===== src/common/cfd_cfg.svh =====
/*
 * Constants of the channel fault diagnosis filter: register offsets, field
 * positions, reset values and timing counts.
 * Assumes a 20 MHz core clock and a 32-bit APB register port.
 */
`ifndef CFD_CFG_SVH
`define CFD_CFG_SVH

// ----------------------------------------
// Geometry
// ----------------------------------------
`define CFD_NCH 10
`define CFD_EXT_FIRST 6
`define CFD_CNT_W 17

// ----------------------------------------
// Register byte offsets
// ----------------------------------------
`define CFD_OFF_DIAG 8'h00
`define CFD_OFF_SETTINGS 8'h04
`define CFD_OFF_SERIAL_ON 8'h08
`define CFD_OFF_DIAG_CLEAR 8'h0c
`define CFD_OFF_IRQ_STATUS 8'h10
`define CFD_OFF_IRQ_CLEAR 8'h14
`define CFD_OFF_IRQ_ENABLE 8'h18
`define CFD_OFF_OUT_STATE 8'h1c

// ----------------------------------------
// Field positions and reset values
// ----------------------------------------
`define CFD_SET_EXTEND_POS 16
`define CFD_SET_LONG_POS 17
`define CFD_RST_OFF_DIAG_EN 10'h3ff
`define CFD_RST_SERIAL_ON 10'h000
`define CFD_RST_IRQ_ENABLE 10'h000

// ----------------------------------------
// Timing
// ----------------------------------------
`define CFD_CLK_NS 50
`define CFD_TD_STD_NS 100000
`define CFD_TD_EXT_SHORT_NS 1650000
`define CFD_TD_EXT_LONG_NS 3300000
`define CFD_TD_STD_CYC ((`CFD_TD_STD_NS + `CFD_CLK_NS - 1) / `CFD_CLK_NS)
`define CFD_TD_EXT_SHORT_CYC ((`CFD_TD_EXT_SHORT_NS + `CFD_CLK_NS - 1) / `CFD_CLK_NS)
`define CFD_TD_EXT_LONG_CYC ((`CFD_TD_EXT_LONG_NS + `CFD_CLK_NS - 1) / `CFD_CLK_NS)

`endif


===== src/common/cfd_pkg.sv =====
/*
 * Types of the channel fault diagnosis filter.
 * Assumes cfd_cfg.svh for the channel count.
 */
`include "cfd_cfg.svh"

package cfd_pkg;

	// Two-bit diagnosis code per channel
	typedef enum logic [1:0] {
		CFD_CODE_SCG = 2'h0,
		CFD_CODE_OL = 2'h1,
		CFD_CODE_OCT = 2'h2,
		CFD_CODE_OK = 2'h3
	} cfd_code_t;

	typedef enum logic [1:0] {
		CFD_F_IDLE,
		CFD_F_RUN,
		CFD_F_DONE
	} cfd_filt_state_t;

	// Analog comparator outputs, one bit per channel
	typedef struct packed {
		logic [`CFD_NCH-1:0] short_to_ground_fault;
		logic [`CFD_NCH-1:0] ol;
		logic [`CFD_NCH-1:0] overcurrent_overtemp_fault;
	} cfd_sense_t;

	typedef struct packed {
		logic psel;
		logic penable;
		logic pwrite;
		logic [7:0] paddr;
		logic [31:0] pwdata;
	} cfd_apb_req_t;

	typedef struct packed {
		logic pready;
		logic pslverr;
		logic [31:0] prdata;
	} cfd_apb_rsp_t;

endpackage


===== src/design/cfd_fault_diag.sv =====
/*
 * Ten-channel load fault diagnosis with filtering, overload latch-off and
 * an APB register port with a level interrupt.
 * Assumes sense inputs and control inputs synchronous to clk.
 */
`timescale 1ns/1ns
`include "cfd_cfg.svh"

module cfd_fault_diag #(
	parameter logic [`CFD_CNT_W-1:0] EXT_SHORT_CYC = `CFD_CNT_W'(`CFD_TD_EXT_SHORT_CYC),
	parameter logic [`CFD_CNT_W-1:0] EXT_LONG_CYC = `CFD_CNT_W'(`CFD_TD_EXT_LONG_CYC)
) (
	// Clock and reset
	input wire logic clk,
	input wire logic sys_rst,
	// APB
	input wire cfd_pkg::cfd_apb_req_t apb_req,
	output cfd_pkg::cfd_apb_rsp_t apb_rsp,
	// Channel control and sense
	input wire logic [`CFD_NCH-1:0] par_in,
	input wire cfd_pkg::cfd_sense_t sense,
	// Outputs
	output logic [`CFD_NCH-1:0] gate_on,
	output logic irq
);

	localparam int N = `CFD_NCH;

	logic [N-1:0] off_diag_enable_bit, next_off_diag_enable_bit;
	logic blind_time_extend_bit, next_blind_time_extend_bit;
	logic blind_time_long_bit, next_blind_time_long_bit;
	logic [N-1:0] serial_on, next_serial_on;
	logic [N-1:0] irq_status, next_irq_status;
	logic [N-1:0] irq_enable, next_irq_enable;
	logic [N-1:0] next_gate_on;
	logic next_irq;
	logic [N-1:0] diag_clear_command, next_diag_clear_command;
	cfd_pkg::cfd_apb_rsp_t next_apb_rsp;

	logic [N-1:0] filt_store, latched, stored, oct_evt;
	cfd_pkg::cfd_code_t filt_code [N];
	cfd_pkg::cfd_code_t channel_diag_code [N];
	logic [2*N-1:0] diag_word;

	logic setup, access_wr;
	logic [31:0] rd_mux;
	logic mapped;

	// ----------------------------------------
	// Channels
	// ----------------------------------------
	genvar g;
	generate
		for (g = 0; g < N; g++) begin : gen_ch
			cfd_chan_filter #(
				.EXT_CAPABLE(g >= `CFD_EXT_FIRST),
				.EXT_SHORT(EXT_SHORT_CYC),
				.EXT_LONG(EXT_LONG_CYC)
			) u_filter (
				.clk(clk),
				.sys_rst(sys_rst),
				.short_to_ground_fault(sense.short_to_ground_fault[g]),
				.ol(sense.ol[g]),
				.diag_en(off_diag_enable_bit[g] & ~gate_on[g]),
				.ext_bit(blind_time_extend_bit),
				.long_bit(blind_time_long_bit),
				.restart(diag_clear_command[g]),
				.store_code(filt_code[g]),
				.store(filt_store[g])
			);
			cfd_diag_store u_store (
				.clk(clk),
				.sys_rst(sys_rst),
				.filt_store(filt_store[g]),
				.filt_code(filt_code[g]),
				.oct_evt(oct_evt[g]),
				.clear(diag_clear_command[g]),
				.code(channel_diag_code[g]),
				.latched(latched[g]),
				.stored(stored[g])
			);
			assign oct_evt[g] = sense.overcurrent_overtemp_fault[g] & gate_on[g] & ~latched[g];
			assign diag_word[2*g+1:2*g] = channel_diag_code[g];
		end
	endgenerate

	// ----------------------------------------
	// Output stage and interrupt
	// ----------------------------------------
	always_comb begin
		next_gate_on = (par_in | serial_on) & ~latched & ~oct_evt;
		next_irq = |(irq_status & irq_enable);
	end

	always_ff @(posedge clk) begin
		if (sys_rst) begin
			gate_on <= '0;
			irq <= 1'b0;
		end else begin
			gate_on <= next_gate_on;
			irq <= next_irq;
		end
	end

	// ----------------------------------------
	// APB register port
	// ----------------------------------------
	always_comb begin
		setup = apb_req.psel & ~apb_req.penable & ~apb_rsp.pready;
		access_wr = apb_req.psel & apb_req.penable & apb_rsp.pready & apb_req.pwrite;
		mapped = 1'b1;
		rd_mux = 32'h0;
		case (apb_req.paddr)
			`CFD_OFF_DIAG: rd_mux = {{(32-2*N){1'b0}}, diag_word};
			`CFD_OFF_SETTINGS: begin
				rd_mux[N-1:0] = off_diag_enable_bit;
				rd_mux[`CFD_SET_EXTEND_POS] = blind_time_extend_bit;
				rd_mux[`CFD_SET_LONG_POS] = blind_time_long_bit;
			end
			`CFD_OFF_SERIAL_ON: rd_mux[N-1:0] = serial_on;
			`CFD_OFF_DIAG_CLEAR: rd_mux = 32'h0;
			`CFD_OFF_IRQ_STATUS: rd_mux[N-1:0] = irq_status;
			`CFD_OFF_IRQ_CLEAR: rd_mux = 32'h0;
			`CFD_OFF_IRQ_ENABLE: rd_mux[N-1:0] = irq_enable;
			`CFD_OFF_OUT_STATE: rd_mux[N-1:0] = gate_on;
			default: mapped = 1'b0;
		endcase
	end

	always_comb begin
		next_apb_rsp = apb_rsp;
		next_apb_rsp.pready = setup;
		if (setup) begin
			next_apb_rsp.pslverr = ~mapped;
			next_apb_rsp.prdata = apb_req.pwrite ? 32'h0 : rd_mux;
		end
		next_off_diag_enable_bit = off_diag_enable_bit;
		next_blind_time_extend_bit = blind_time_extend_bit;
		next_blind_time_long_bit = blind_time_long_bit;
		next_serial_on = serial_on;
		next_irq_enable = irq_enable;
		next_diag_clear_command = '0;
		next_irq_status = irq_status;
		if (access_wr) begin
			case (apb_req.paddr)
				`CFD_OFF_SETTINGS: begin
					next_off_diag_enable_bit = apb_req.pwdata[N-1:0];
					next_blind_time_extend_bit = apb_req.pwdata[`CFD_SET_EXTEND_POS];
					next_blind_time_long_bit = apb_req.pwdata[`CFD_SET_LONG_POS];
				end
				`CFD_OFF_SERIAL_ON: next_serial_on = apb_req.pwdata[N-1:0];
				`CFD_OFF_DIAG_CLEAR: next_diag_clear_command = apb_req.pwdata[N-1:0];
				`CFD_OFF_IRQ_CLEAR: next_irq_status = irq_status & ~apb_req.pwdata[N-1:0];
				`CFD_OFF_IRQ_ENABLE: next_irq_enable = apb_req.pwdata[N-1:0];
				default: next_irq_enable = irq_enable;
			endcase
		end
		// Set wins over a clear in the same cycle
		next_irq_status = next_irq_status | stored;
	end

	always_ff @(posedge clk) begin
		if (sys_rst) begin
			apb_rsp <= '0;
			off_diag_enable_bit <= `CFD_RST_OFF_DIAG_EN;
			blind_time_extend_bit <= 1'b0;
			blind_time_long_bit <= 1'b0;
			serial_on <= `CFD_RST_SERIAL_ON;
			irq_enable <= `CFD_RST_IRQ_ENABLE;
			irq_status <= '0;
			diag_clear_command <= '0;
		end else begin
			apb_rsp <= next_apb_rsp;
			off_diag_enable_bit <= next_off_diag_enable_bit;
			blind_time_extend_bit <= next_blind_time_extend_bit;
			blind_time_long_bit <= next_blind_time_long_bit;
			serial_on <= next_serial_on;
			irq_enable <= next_irq_enable;
			irq_status <= next_irq_status;
			diag_clear_command <= next_diag_clear_command;
		end
	end
endmodule


===== src/design/cfd_chan_filter.sv =====
/*
 * Off-state diagnosis filter of one channel.
 * Assumes comparator inputs synchronous to clk; restart comes from a clear.
 */
`timescale 1ns/1ns
`include "cfd_cfg.svh"

module cfd_chan_filter #(
	parameter bit EXT_CAPABLE = 1'b0,
	parameter logic [`CFD_CNT_W-1:0] EXT_SHORT = `CFD_CNT_W'(`CFD_TD_EXT_SHORT_CYC),
	parameter logic [`CFD_CNT_W-1:0] EXT_LONG = `CFD_CNT_W'(`CFD_TD_EXT_LONG_CYC)
) (
	// Clock and reset
	input wire logic clk,
	input wire logic sys_rst,
	// Conditions
	input wire logic short_to_ground_fault,
	input wire logic ol,
	input wire logic diag_en,
	input wire logic ext_bit,
	input wire logic long_bit,
	input wire logic restart,
	// Result
	output cfd_pkg::cfd_code_t store_code,
	output logic store
);

	localparam logic [`CFD_CNT_W-1:0] STD_LIM = `CFD_CNT_W'(`CFD_TD_STD_CYC);

	cfd_pkg::cfd_filt_state_t state, next_state;
	logic [`CFD_CNT_W-1:0] cnt, next_cnt, lim;
	cfd_pkg::cfd_code_t next_code;
	logic next_store, cond;
	cfd_pkg::cfd_code_t latest;

	// ----------------------------------------
	// Delay selection
	// ----------------------------------------
	always_comb begin
		if (EXT_CAPABLE && ext_bit) begin
			lim = long_bit ? EXT_LONG : EXT_SHORT;
		end else begin
			lim = STD_LIM;
		end
	end

	// ----------------------------------------
	// Filter sequence
	// ----------------------------------------
	always_comb begin
		cond = diag_en & (short_to_ground_fault | ol);
		latest = short_to_ground_fault ? cfd_pkg::CFD_CODE_SCG : cfd_pkg::CFD_CODE_OL;
		next_state = state;
		next_cnt = cnt;
		next_code = store_code;
		next_store = 1'b0;
		if (restart) begin
			next_state = cfd_pkg::CFD_F_IDLE;
			next_cnt = '0;
		end else begin
			case (state)
				cfd_pkg::CFD_F_IDLE: begin
					next_cnt = '0;
					if (cond) begin
						next_state = cfd_pkg::CFD_F_RUN;
						next_code = latest;
					end
				end
				cfd_pkg::CFD_F_RUN: begin
					if (!cond) begin
						next_state = cfd_pkg::CFD_F_IDLE;
					end else begin
						// Change between the two conditions keeps the timer
						next_code = latest;
						if (cnt >= lim - `CFD_CNT_W'(1)) begin
							next_store = 1'b1;
							next_state = cfd_pkg::CFD_F_DONE;
						end else begin
							next_cnt = cnt + `CFD_CNT_W'(1);
						end
					end
				end
				cfd_pkg::CFD_F_DONE: begin
					if (!cond) begin
						next_state = cfd_pkg::CFD_F_IDLE;
					end
				end
				default: begin
					next_state = cfd_pkg::CFD_F_IDLE;
				end
			endcase
		end
	end

	always_ff @(posedge clk) begin
		if (sys_rst) begin
			state <= cfd_pkg::CFD_F_IDLE;
			cnt <= '0;
			store_code <= cfd_pkg::CFD_CODE_OK;
			store <= 1'b0;
		end else begin
			state <= next_state;
			cnt <= next_cnt;
			store_code <= next_code;
			store <= next_store;
		end
	end
endmodule


===== src/design/cfd_diag_store.sv =====
/*
 * Diagnosis code storage and overload latch of one channel.
 * Assumes oct_evt is already qualified by an active gate.
 */
`timescale 1ns/1ns
`include "cfd_cfg.svh"

module cfd_diag_store (
	// Clock and reset
	input wire logic clk,
	input wire logic sys_rst,
	// Events
	input wire logic filt_store,
	input wire cfd_pkg::cfd_code_t filt_code,
	input wire logic oct_evt,
	input wire logic clear,
	// State
	output cfd_pkg::cfd_code_t code,
	output logic latched,
	output logic stored
);

	cfd_pkg::cfd_code_t next_code;
	logic next_latched, next_stored, pend, next_pend;

	// ----------------------------------------
	// Code update
	// ----------------------------------------
	always_comb begin
		next_code = code;
		next_latched = latched;
		next_pend = pend;
		next_stored = 1'b0;
		if (clear) begin
			next_code = cfd_pkg::CFD_CODE_OK;
			next_latched = 1'b0;
			next_pend = 1'b0;
		end
		if (filt_store) begin
			next_code = filt_code;
			next_stored = 1'b1;
			if (oct_evt) begin
				// Overload during a write is held and stored after it
				next_pend = 1'b1;
				next_latched = 1'b1;
			end
		end else if (oct_evt || (pend && !clear)) begin
			next_code = cfd_pkg::CFD_CODE_OCT;
			next_latched = 1'b1;
			next_pend = 1'b0;
			next_stored = 1'b1;
		end
	end

	always_ff @(posedge clk) begin
		if (sys_rst) begin
			code <= cfd_pkg::CFD_CODE_OK;
			latched <= 1'b0;
			pend <= 1'b0;
			stored <= 1'b0;
		end else begin
			code <= next_code;
			latched <= next_latched;
			pend <= next_pend;
			stored <= next_stored;
		end
	end
endmodule


===== config.mk =====
export PLATFORM = sky130hd
export DESIGN_NAME = cfd_fault_diag
export DESIGN_NICKNAME = d
export VERILOG_FILES = /design/src/common/cfd_pkg.sv /design/src/design/cfd_fault_diag.sv /design/src/design/cfd_chan_filter.sv /design/src/design/cfd_diag_store.sv
export VERILOG_INCLUDE_DIRS = /design/src /design/src/common
export SDC_FILE = /design/constraint.sdc
export NUM_CORES = 1
export LEC_CHECK = 0
export ABC_AREA = 1
export BUFFER_PORTS_ARGS = -buffer_cell sky130_fd_sc_hd__buf_4
export CORE_MARGIN = 8
export CORE_UTILIZATION = 29
export DETAILED_ROUTE_END_ITERATION = 16
export PLACE_DENSITY = 0.53
export SKIP_CTS_REPAIR_TIMING = 1
export SYNTH_ARGS = -nofsm -noshare
export SYNTH_HDL_FRONTEND = slang
export SYNTH_SLANG_ARGS = --single-unit

===== constraint.sdc =====
create_clock -name clk -period 2.35 [get_ports clk]
set_input_delay 0.235 -clock clk [delete_from_list [all_inputs] [get_ports clk]]
set_output_delay 0.235 -clock clk [all_outputs]
set_load 0.02 [all_outputs]

==> results of run 1 <==
[cells by family (layout without fill, tap and decap cells)]
kind of cell    after synthesis  in the layout
xor+xnor                     44             44
flops                       355            355
buf+inv                     383            592
fa+ha+maj                    35             35
compound gates              382            382
simple gates               1290           1290
other cells                   1             14
[layer usage]
layer | vias to the layer above | global-route usage [%] | part of all wire [%]
met5 | - | 0 | 0.081
met4 | 6 | 4.30 | 1.9
met3 | 63 | 3.92 | 6.9
met2 | 367 | 23.2 | 46
met1 | 7554 | 18.0 | 46
li1 | 8514 | - | -
[worst min-delay path, delay by kind of cell]
family          cells  cell delay (ps)
compound gates      2              200
buf+inv             1               90
[state kept, by name, indices dropped and copies added (netlist names), 20 cells and up]
name,count
gen_ch.u_filter.cnt,170
gen_ch.u_filter.store_code,20
apb_rsp,22
gen_ch.u_store.code,20
gen_ch.u_filter.state,20
[layout by cell type, fill, tap and decap left out, types with 12 or more instances in the layout]
| master | n |
|---|---|
| sky130_fd_sc_hd__xor2_1 | 31 |
| sky130_fd_sc_hd__ha_1 | 32 |
| sky130_fd_sc_hd__a21oi_1 | 180 |
| sky130_fd_sc_hd__o21ai_0 | 103 |
| sky130_fd_sc_hd__conb_1 | 12 |
| sky130_fd_sc_hd__nor3_1 | 89 |
| sky130_fd_sc_hd__dlygate4sd3_1 | 31 |
| sky130_fd_sc_hd__o211ai_1 | 24 |
| sky130_fd_sc_hd__nor2_1 | 365 |
| sky130_fd_sc_hd__nand3_1 | 183 |
| sky130_fd_sc_hd__o221ai_1 | 18 |
| sky130_fd_sc_hd__clkbuf_16 | 45 |
| sky130_fd_sc_hd__nand4_1 | 38 |
| sky130_fd_sc_hd__inv_1 | 301 |
| sky130_fd_sc_hd__buf_4 | 168 |
| sky130_fd_sc_hd__nand3b_1 | 17 |
| sky130_fd_sc_hd__dfxtp_1 | 353 |
| sky130_fd_sc_hd__xnor2_1 | 13 |
| sky130_fd_sc_hd__nand2_1 | 539 |
[worst paths after layout]
kind,start,endpoint,slack [ps],cells past startpoint
max,blind_time_extend_bit,gen_ch[8].u_filter.cnt[7],160,12
min,apb_req[16],blind_time_extend_bit,2,3
max reg2reg,blind_time_extend_bit,gen_ch[8].u_filter.cnt[7],160,12
min reg2reg,gen_ch[5].u_store.stored,irq_status[5],430,2
[final cells by class]
class	count	area [um2]
fill	6212	37700
tap	773	967
clock buffer	59	1260
clock inverter	19	274
multi-input combinational	1763	8750
sequential	355	7110
inverter	310	1170
timing repair buffer	204	1650
antenna	2	5.00
[where the power goes]
part,switching [W],total (W),internal [W]
clock network,0.00271,0.00713,0.00442
logic,0.00109,0.00176,0.000669
registers,0.000206,0.00644,0.00623
total,0.00401,0.0153,0.0113
[per-stage QoR]
step	setup WS, ps	instances	cell area (um2)	hold WS (ps)	setup TNS, ps
after global placement	38.5	3373	19200	421	0
after CTS	-12.9	3451	20800	-160	-17.8
final	157	3485	21200	1.91	0
after floorplan	31.1	2501	17300	336	0
after detailed placement	-1.59	3373	19200	423	-1.59
after global routing	-22.4	3483	21200	7.89	-92.9
==> flow_summary.json, run 1 <==
{
  "report.final.hold_viol_count": 0,
  "power.density_nw_per_um2": 724,
  "worstSetupStartpointType": "flop",
  "synthFlopType": "sky130_fd_sc_hd__dfxtp_1",
  "cp_top_family": "simple AND/OR/NAND/NOR gates",
  "cts.sinks": 355,
  "detail_route.wl_per_cell_um": 14.2,
  "pin_slew_with_the_least_headroom_to_its_limit_ps": 856,
  "fmax_mhz": 456,
  "cp_cell_sequence": "inv_2 > nor2_4 > ha_4 > ha_4 > nand2_1 > nor3_1 > a21oi_4 > nand3_4 > buf_12 > nand3_1 > nand2_1 > nor2_1",
  "grt_pass1_vias": 15300,
  "timing.setup.critical_path_class": "reg -> reg",
  "timing.final.crit_share_pct": 93.3,
  "initial_utilization_pct": 29.3,
  "critical_path.max_stage_delay_ps": 370,
  "p_leak_nw": 8.75,
  "drive_above_1_share_pct": 11.0,
  "maxSlewHeadroom_pct": 42.4,
  "worst_path_max_delay_cell": "sky130_fd_sc_hd__dfxtp_4",
  "nNetsFinal": 2797,
  "detail_route.first_pass.iterations": 6,
  "synth_compound_area_share_pct": 12.9,
  "cts.htree.levels": 2,
  "outcome": "completed",
  "final_worst_path_period_need_ps": 2190,
  "post_synth_instance_area_um2": 17300,
  "syn_to_final_growth_pct": 22.8,
  "count_of_state_elements_after_synthesis": 355,
  "synth_largest_type_area_fraction_pct": 41.2,
  "clkTransAtPathRegs_ps": 60,
  "tritoncts_clock_tree": "built",
  "synth.cells.most_frequent": "541 x sky130_fd_sc_hd__nand2_1, 369 x sky130_fd_sc_hd__nor2_1, 355 x sky130_fd_sc_hd__dfxtp_1, 302 x sky130_fd_sc_hd__inv_1, 183 x sky130_fd_sc_hd__nand3_1",
  "cts-root-buf": "sky130_fd_sc_hd__clkbuf_16",
  "clkLatencyLatePin_ps": 570,
  "muxShareOfSynthArea_pct": 0,
  "synth_top_family_by_area": "simple AND/OR/NAND/NOR gates",
  "fp.dieArea_um2": 67600,
  "number_of_max_cap_violations": 0,
  "grt_overflow": 0,
  "cts-buffers-inserted": 43,
  "ir_drop_mv": 0.546,
  "max-clock-path-buffers": 3,
  "vert_die_dim_um": 260,
  "fp.dieW_um": 260,
  "cp_max_fo": 11,
  "rsz_0062_raised_after_global_routing": "true",
  "drt_iter0_markers": 919,
  "vias": 16500,
  "synth_area_in_simple_gates_pct": 32.2,
  "drc": 0,
  "portBuffers": 97,
  "crit_required_ps": 2810,
  "async_reset_ff_share_pct": 0,
  "yosysWarningCount": 0,
  "synthAdderAreaFrac_pct": 2.54,
  "design.core.area_um2": 58900,
  "worst-path-buf-inv": 2,
  "drt-vias-per-instance": 4.74,
  "synthDominantAreaCellType": "sky130_fd_sc_hd__dfxtp_1",
  "synth_most_common_cell": "sky130_fd_sc_hd__nand2_1",
  "antenna_violations_before_repair": 5,
  "boundaryPins": 130,
  "ant_nets": 0,
  "timing.clock.skew_ps": 16.8,
  "synth.area.top_cells": "sky130_fd_sc_hd__dfxtp_1 41%, sky130_fd_sc_hd__nand2_1 12%, sky130_fd_sc_hd__nor2_1 8.0%",
  "final_weighted_congestion_of_routability_driven_global_placement": 0.845,
  "synth-xor-area-share_pct": 2.23,
  "row_count": 89,
  "layout.core_utilization_pct": 36.0,
  "worstSetupEndpointType": "flop",
  "grt_start_max_net_pins": 45,
  "finalSetupViolCount": 0,
  "crit_arrival_ps": 2650,
  "design_power_total_w": 0.0153,
  "finalWirelength_um": 49700,
  "synth_edf_count": 0,
  "synth.distinct_cells": 54,
  "worstHoldPathType": "in -> reg",
  "timing_max_transition_violations_final": 0,
  "synth.avg_cell_area_um2": 6.93,
  "grtUsageTotal_pct": 14.2,
  "detailedPlacementHpwl_um": 36500,
  "global_route_wire_length_before_repair_um": 78900,
  "synthesis.instances": 2490,
  "synth_sequential_area_ratio_pct": 41.2
}
Power figures use the tool's default switching activity.
==> inputs of run 2 (changes only) <==
--- a/config.mk
+++ b/config.mk
@@ -11,7 +11,7 @@
 export CORE_MARGIN = 8
 export CORE_UTILIZATION = 29
 export DETAILED_ROUTE_END_ITERATION = 16
-export PLACE_DENSITY = 0.53
+export SETUP_SLACK_MARGIN = 0.3
 export SKIP_CTS_REPAIR_TIMING = 1
 export SYNTH_ARGS = -nofsm -noshare
 export SYNTH_HDL_FRONTEND = slang
==> run 2 against run 1 <==
Against the previous run: the flow now finishes with violations (hold timing); cell count unchanged; largest power group unchanged; clock power decreased by 8.7%; hold slack got worse by 15 ps.
==> flow_summary.json, run 2 (synthesized netlist as in run 1, its figures left out) <==
{
  "timing.hold.ws_ps": -13.2,
  "violations_in_the_final_reports": "hold timing",
  "grt_start_max_net_pins": 35,
  "drt-vias-per-instance": 4.70,
  "max-clock-path-buffers": 3,
  "finalWirelength_um": 48700,
  "worst_path_max_delay_cell": "sky130_fd_sc_hd__dfxtp_4",
  "cts-root-buf": "sky130_fd_sc_hd__clkbuf_16",
  "worstSetupEndpointType": "flop",
  "pin_slew_with_the_least_headroom_to_its_limit_ps": 755,
  "num-fill-cells": 6273,
  "report.final.hold_viol_count": 1,
  "cp_top_family": "simple AND/OR/NAND/NOR gates",
  "timing.final.crit_share_pct": 93.9,
  "initial_utilization_pct": 29.3,
  "global_route.peak_usage_layer": "met2",
  "nNetsFinal": 2804,
  "grt_overflow": 0,
  "worstHoldPathType": "in -> reg",
  "grt_pass1_vias": 14800,
  "row_count": 89,
  "maxSlewHeadroom_pct": 49.2,
  "setup_total_negative_slack_ps": 0,
  "syn_to_final_growth_pct": 23.0,
  "clkLatencyLatePin_ps": 560,
  "fp.dieW_um": 260,
  "final_area_um2": 21200,
  "antenna_violations_before_repair": 2,
  "layout.cells.most_common": "sky130_fd_sc_hd__nand2_1",
  "design.core.area_um2": 58900,
  "cts.sinks": 355,
  "power.density_nw_per_um2": 699,
  "design_power_total_w": 0.0148,
  "fp.dieArea_um2": 67600,
  "vert_die_dim_um": 260,
  "largest_register_ff_count": 170,
  "finalSetupViolCount": 0,
  "register_name_with_the_most_flops": "gen_ch.u_filter.cnt",
  "final_weighted_congestion_of_routability_driven_global_placement": 0.876,
  "layout_common_cells": "532 x sky130_fd_sc_hd__nand2_1, 359 x sky130_fd_sc_hd__nor2_1, 353 x sky130_fd_sc_hd__dfxtp_1",
  "grt_util_met2_pct": 21.2,
  "cp_cell_sequence": "nand2_1 > ha_1 > nand2_1 > nor3_1 > nand2_1 > nor2_1 > a21oi_4 > nand3_4 > buf_12 > nand2_4 > nand2_1 > a21oi_1",
  "clkTransAtPathRegs_ps": 60,
  "timing.critical_path.mode_cell": "sky130_fd_sc_hd__nand2_1",
  "detail_route.first_pass.iterations": 5,
  "crit_arrival_ps": 2660,
  "p_leak_nw": 8.75,
  "drive_above_1_share_pct": 11.8,
  "worst-path-buf-inv": 1,
  "cts-buffers-inserted": 40,
  "timing.clock.skew_ps": 34.5,
  "ir_drop_mv": 0.422,
  "final_worst_path_period_need_ps": 2210,
  "cp_max_fo": 7,
  "placed_cell_area_um2": 19400,
  "outcome": "complete, but fails checks",
  "fmax_mhz": 453,
  "grtUsageTotal_pct": 13.9,
  "cts.htree.levels": 2,
  "critical_path.max_stage_delay_ps": 400,
  "drt_iter0_markers": 917,
  "worstSetupStartpointType": "flop",
  "rsz_0062_raised_after_global_routing": "true",
  "timing_max_transition_violations_final": 0,
  "grt_util_met3_pct": 3.09,
  "boundaryPins": 130,
  "drc": 0,
  "ant_nets": 0,
  "crit_required_ps": 2800,
  "detailedPlacementHpwl_um": 35900,
  "grt_util_met1_pct": 19.3,
  "number_of_max_cap_violations": 0,
  "portBuffers": 97,
  "reg.largest.list": "gen_ch.u_filter.cnt: 170 flops, apb_rsp: 22 flops",
  "tritoncts_clock_tree": "built",
  "timing.setup.critical_path_class": "reg -> reg",
  "detail_route.wl_per_cell_um": 14.0,
  "vias": 16400,
  "global_route_wire_length_before_repair_um": 77700
}
[run 2: worst min-delay path, delay by kind of cell]
family	cells	cell delay, ps
AND/OR/NAND/NOR	1	70
AO/OA/AOI/OAI	1	50
buffers and inverters	1	110
[run 2: stage by stage]
stage	cells	setup slack, ps	util [%]
CTS	3447	110	35.2
floorplan	2501	168	-
global placement	3379	116	32.9
detailed placement	3379	106	32.9
finish	3485	143	36.0
global route	3483	-2.27	36.0
[run 2: power by group]
group          total [W]  switching (W)  leakage [nW]  internal [W]
clock network    0.00651        0.00259         0.672       0.00392
registers        0.00644       0.000209          2.88       0.00623
logic            0.00187        0.00113          5.19      0.000736
[run 2: routing by layer]
metal | vias to the layer above | wire length [um] | part of all wire (%)
li1 | 8526 | - | -
met5 | - | 10 | 0.021
met4 | 2 | 1380 | 2.8
met1 | 7381 | 23600 | 48
met2 | 380 | 20400 | 42
met3 | 80 | 3300 | 6.8
[run 2: final timing paths]
path / startpoint / slack, ps / cells after the start / to
max reg2reg: blind_time_extend_bit / 140 / 12 / gen_ch[7].u_filter.cnt[13]
min reg2reg: gen_ch[0].u_store.stored / 430 / 2 / irq_status[0]
min: par_in[9] / -10 / 3 / gate_on[9]
max: blind_time_extend_bit / 140 / 12 / gen_ch[7].u_filter.cnt[13]
[run 2: cell type report]
| type | count | area (um2) | share of cell area (%) |
|---|---|---|---|
| tap | 773 | 967 | 4.56 |
| clock inverter | 10 | 139 | 0.655 |
| multi-input combinational | 1764 | 8830 | 41.6 |
| timing repair inverter | 1 | 5.00 | 0.0236 |
| sequential | 355 | 7110 | 33.5 |
| timing repair buffer | 212 | 1760 | 8.30 |
| antenna | 2 | 5.00 | 0.0236 |
| clock buffer | 58 | 1220 | 5.76 |
| inverter | 310 | 1170 | 5.54 |
==> inputs of run 3 (changes only) <==
--- a/config.mk
+++ b/config.mk
@@ -11,6 +11,7 @@
 export CORE_MARGIN = 8
 export CORE_UTILIZATION = 29
 export DETAILED_ROUTE_END_ITERATION = 16
+export HOLD_SLACK_MARGIN = 0.15
 export SETUP_SLACK_MARGIN = 0.3
 export SKIP_CTS_REPAIR_TIMING = 1
 export SYNTH_ARGS = -nofsm -noshare
==> run 3 against run 2 <==
Against the previous run: the flow now finishes without violations; count of clock-buffer cells in the layout unchanged; cell area grew 1.0%; maximum frequency about the same; power is 0.25% higher; utilization grew 0.37 points; clock power barely moved; sequential cell count unchanged; routed wire length grew 0.61%; critical path type unchanged; highest routed layer unchanged.
==> flow_summary.json, run 3 (synthesized netlist as in run 1, its figures left out) <==
{
  "outcome": "completed",
  "design.core.area_um2": 58900,
  "worstSetupStartpointType": "flop",
  "cts-buffers-inserted": 40,
  "finalSetupViolCount": 0,
  "clkLatencyLatePin_ps": 560,
  "fp.dieArea_um2": 67600,
  "drt_iter0_markers": 845,
  "layout_common_cells": "532 x sky130_fd_sc_hd__nand2_1, 359 x sky130_fd_sc_hd__nor2_1, 353 x sky130_fd_sc_hd__dfxtp_1",
  "detail_route.first_pass.iterations": 6,
  "power.density_nw_per_um2": 693,
  "initial_utilization_pct": 29.3,
  "rsz_0062_raised_after_global_routing": "true",
  "clkTransAtPathRegs_ps": 60,
  "crit_required_ps": 2800,
  "grtUsageTotal_pct": 13.9,
  "grt_overflow": 0,
  "row_count": 89,
  "worst_setup_path_startpoint": "blind_time_extend_bit",
  "cts.sinks": 355,
  "whs_path_depth": 2,
  "p_leak_nw": 8.85,
  "largest_register_ff_count": 170,
  "ant_nets": 0,
  "cp_max_fo": 7,
  "max-clock-path-buffers": 3,
  "syn_to_final_growth_pct": 24.2,
  "antenna_violations_before_repair": 2,
  "final_weighted_congestion_of_routability_driven_global_placement": 0.876,
  "crit_arrival_ps": 2660,
  "maxSlewHeadroom_pct": 50.4,
  "vert_die_dim_um": 260,
  "layout.core_utilization_pct": 36.4,
  "worstSetupEndpointType": "flop",
  "fp.dieW_um": 260,
  "rr_worst_depth": 12,
  "hold_crit_start": "sys_rst",
  "grt_start_max_net_pins": 35,
  "tritoncts_clock_tree": "built",
  "worstHoldPathType": "in -> reg",
  "drc": 0,
  "drive_above_1_share_pct": 11.7,
  "timing.clock.skew_ps": 33.3,
  "portBuffers": 97,
  "num-fill-cells": 6255,
  "finalWirelength_um": 49000,
  "drt-vias-per-instance": 4.68,
  "boundaryPins": 130,
  "layout.cells.most_common": "sky130_fd_sc_hd__nand2_1",
  "number_of_max_cap_violations": 0,
  "vias": 16400,
  "nNetsFinal": 2826,
  "detail_route.wl_per_cell_um": 14.0,
  "cts-root-buf": "sky130_fd_sc_hd__clkbuf_16",
  "register_name_with_the_most_flops": "gen_ch.u_filter.cnt",
  "detailedPlacementHpwl_um": 35900,
  "timing_max_transition_violations_final": 0,
  "pin_slew_with_the_least_headroom_to_its_limit_ps": 738,
  "final_worst_path_period_need_ps": 2210,
  "fmax_mhz": 453,
  "global_route_wire_length_before_repair_um": 77700,
  "grt_pass1_vias": 14800,
  "design_power_total_w": 0.0149,
  "cts.htree.levels": 2,
  "ir_drop_mv": 0.422,
  "timing.setup.critical_path_class": "reg -> reg",
  "timing.final.crit_share_pct": 94.0,
  "report.final.hold_viol_count": 0,
  "start_of_the_worst_register_to_register_path": "blind_time_extend_bit",
  "reg.largest.list": "gen_ch.u_filter.cnt: 170 flops, apb_rsp: 22 flops"
}
run 3: worst paths after layout:
check,end,slack [ps]
min reg2reg,gen_ch[1].u_filter.cnt[15],430
min,gen_ch[2].u_store.pend,140
max reg2reg,gen_ch[7].u_filter.cnt[13],140
max,gen_ch[7].u_filter.cnt[13],140
run 3: per-layer routing:
| metal | track usage [%] | wire length, um |
|---|---|---|
| met4 | 4.60 | 1330 |
| met1 | 19.3 | 23800 |
| met5 | 0 | 10 |
| met2 | 21.2 | 20700 |
| met3 | 3.09 | 3210 |
run 3: power breakdown:
part	switching, W	internal [W]	leakage (nW)	total (W)
Combinational	0.00114	0.000763	5.30	0.00191
Sequential	0.000208	0.00623	2.88	0.00644
Clock	0.00259	0.00392	0.672	0.00652
Total	0.00395	0.0109	8.85	0.0149
run 3: worst max-delay path: stages, from the launching register on:
cell and delay, ps:
sky130_fd_sc_hd__dfxtp_4 400, sky130_fd_sc_hd__nand2_1 190, sky130_fd_sc_hd__ha_1 360, sky130_fd_sc_hd__nand2_1 70, sky130_fd_sc_hd__nor3_1 190, sky130_fd_sc_hd__nand2_1 120, sky130_fd_sc_hd__nor2_1 190, sky130_fd_sc_hd__a21oi_4 100
sky130_fd_sc_hd__nand3_4 160, sky130_fd_sc_hd__buf_12 120, sky130_fd_sc_hd__nand2_4 80, sky130_fd_sc_hd__nand2_1 80, sky130_fd_sc_hd__a21oi_1 60
run 3: layout make-up:
type | instances | area, um2 | area share, %
clock inverters | 10 | 139 | 0.648
clock buffers | 58 | 1220 | 5.70
multi-input cells | 1764 | 8830 | 41.2
inverters | 310 | 1170 | 5.48
repair inverters | 1 | 5.00 | 0.0233
flip-flops and latches | 355 | 7110 | 33.2
well taps | 773 | 967 | 4.51
repair buffers | 234 | 1980 | 9.25
diodes | 2 | 5.00 | 0.0233
run 3: through the flow:
stage	TNS, ps	hold slack (ps)	instances	cell area, um2	worst slack (ps)
final	0	135	3507	21400	142
after global routing	-4.78	165	3505	21400	-2.27
after CTS	0	-158	3447	20700	110
after detailed placement	0	426	3379	19400	106
after global placement	0	422	3379	19400	116
after floorplan	0	336	2501	17400	168
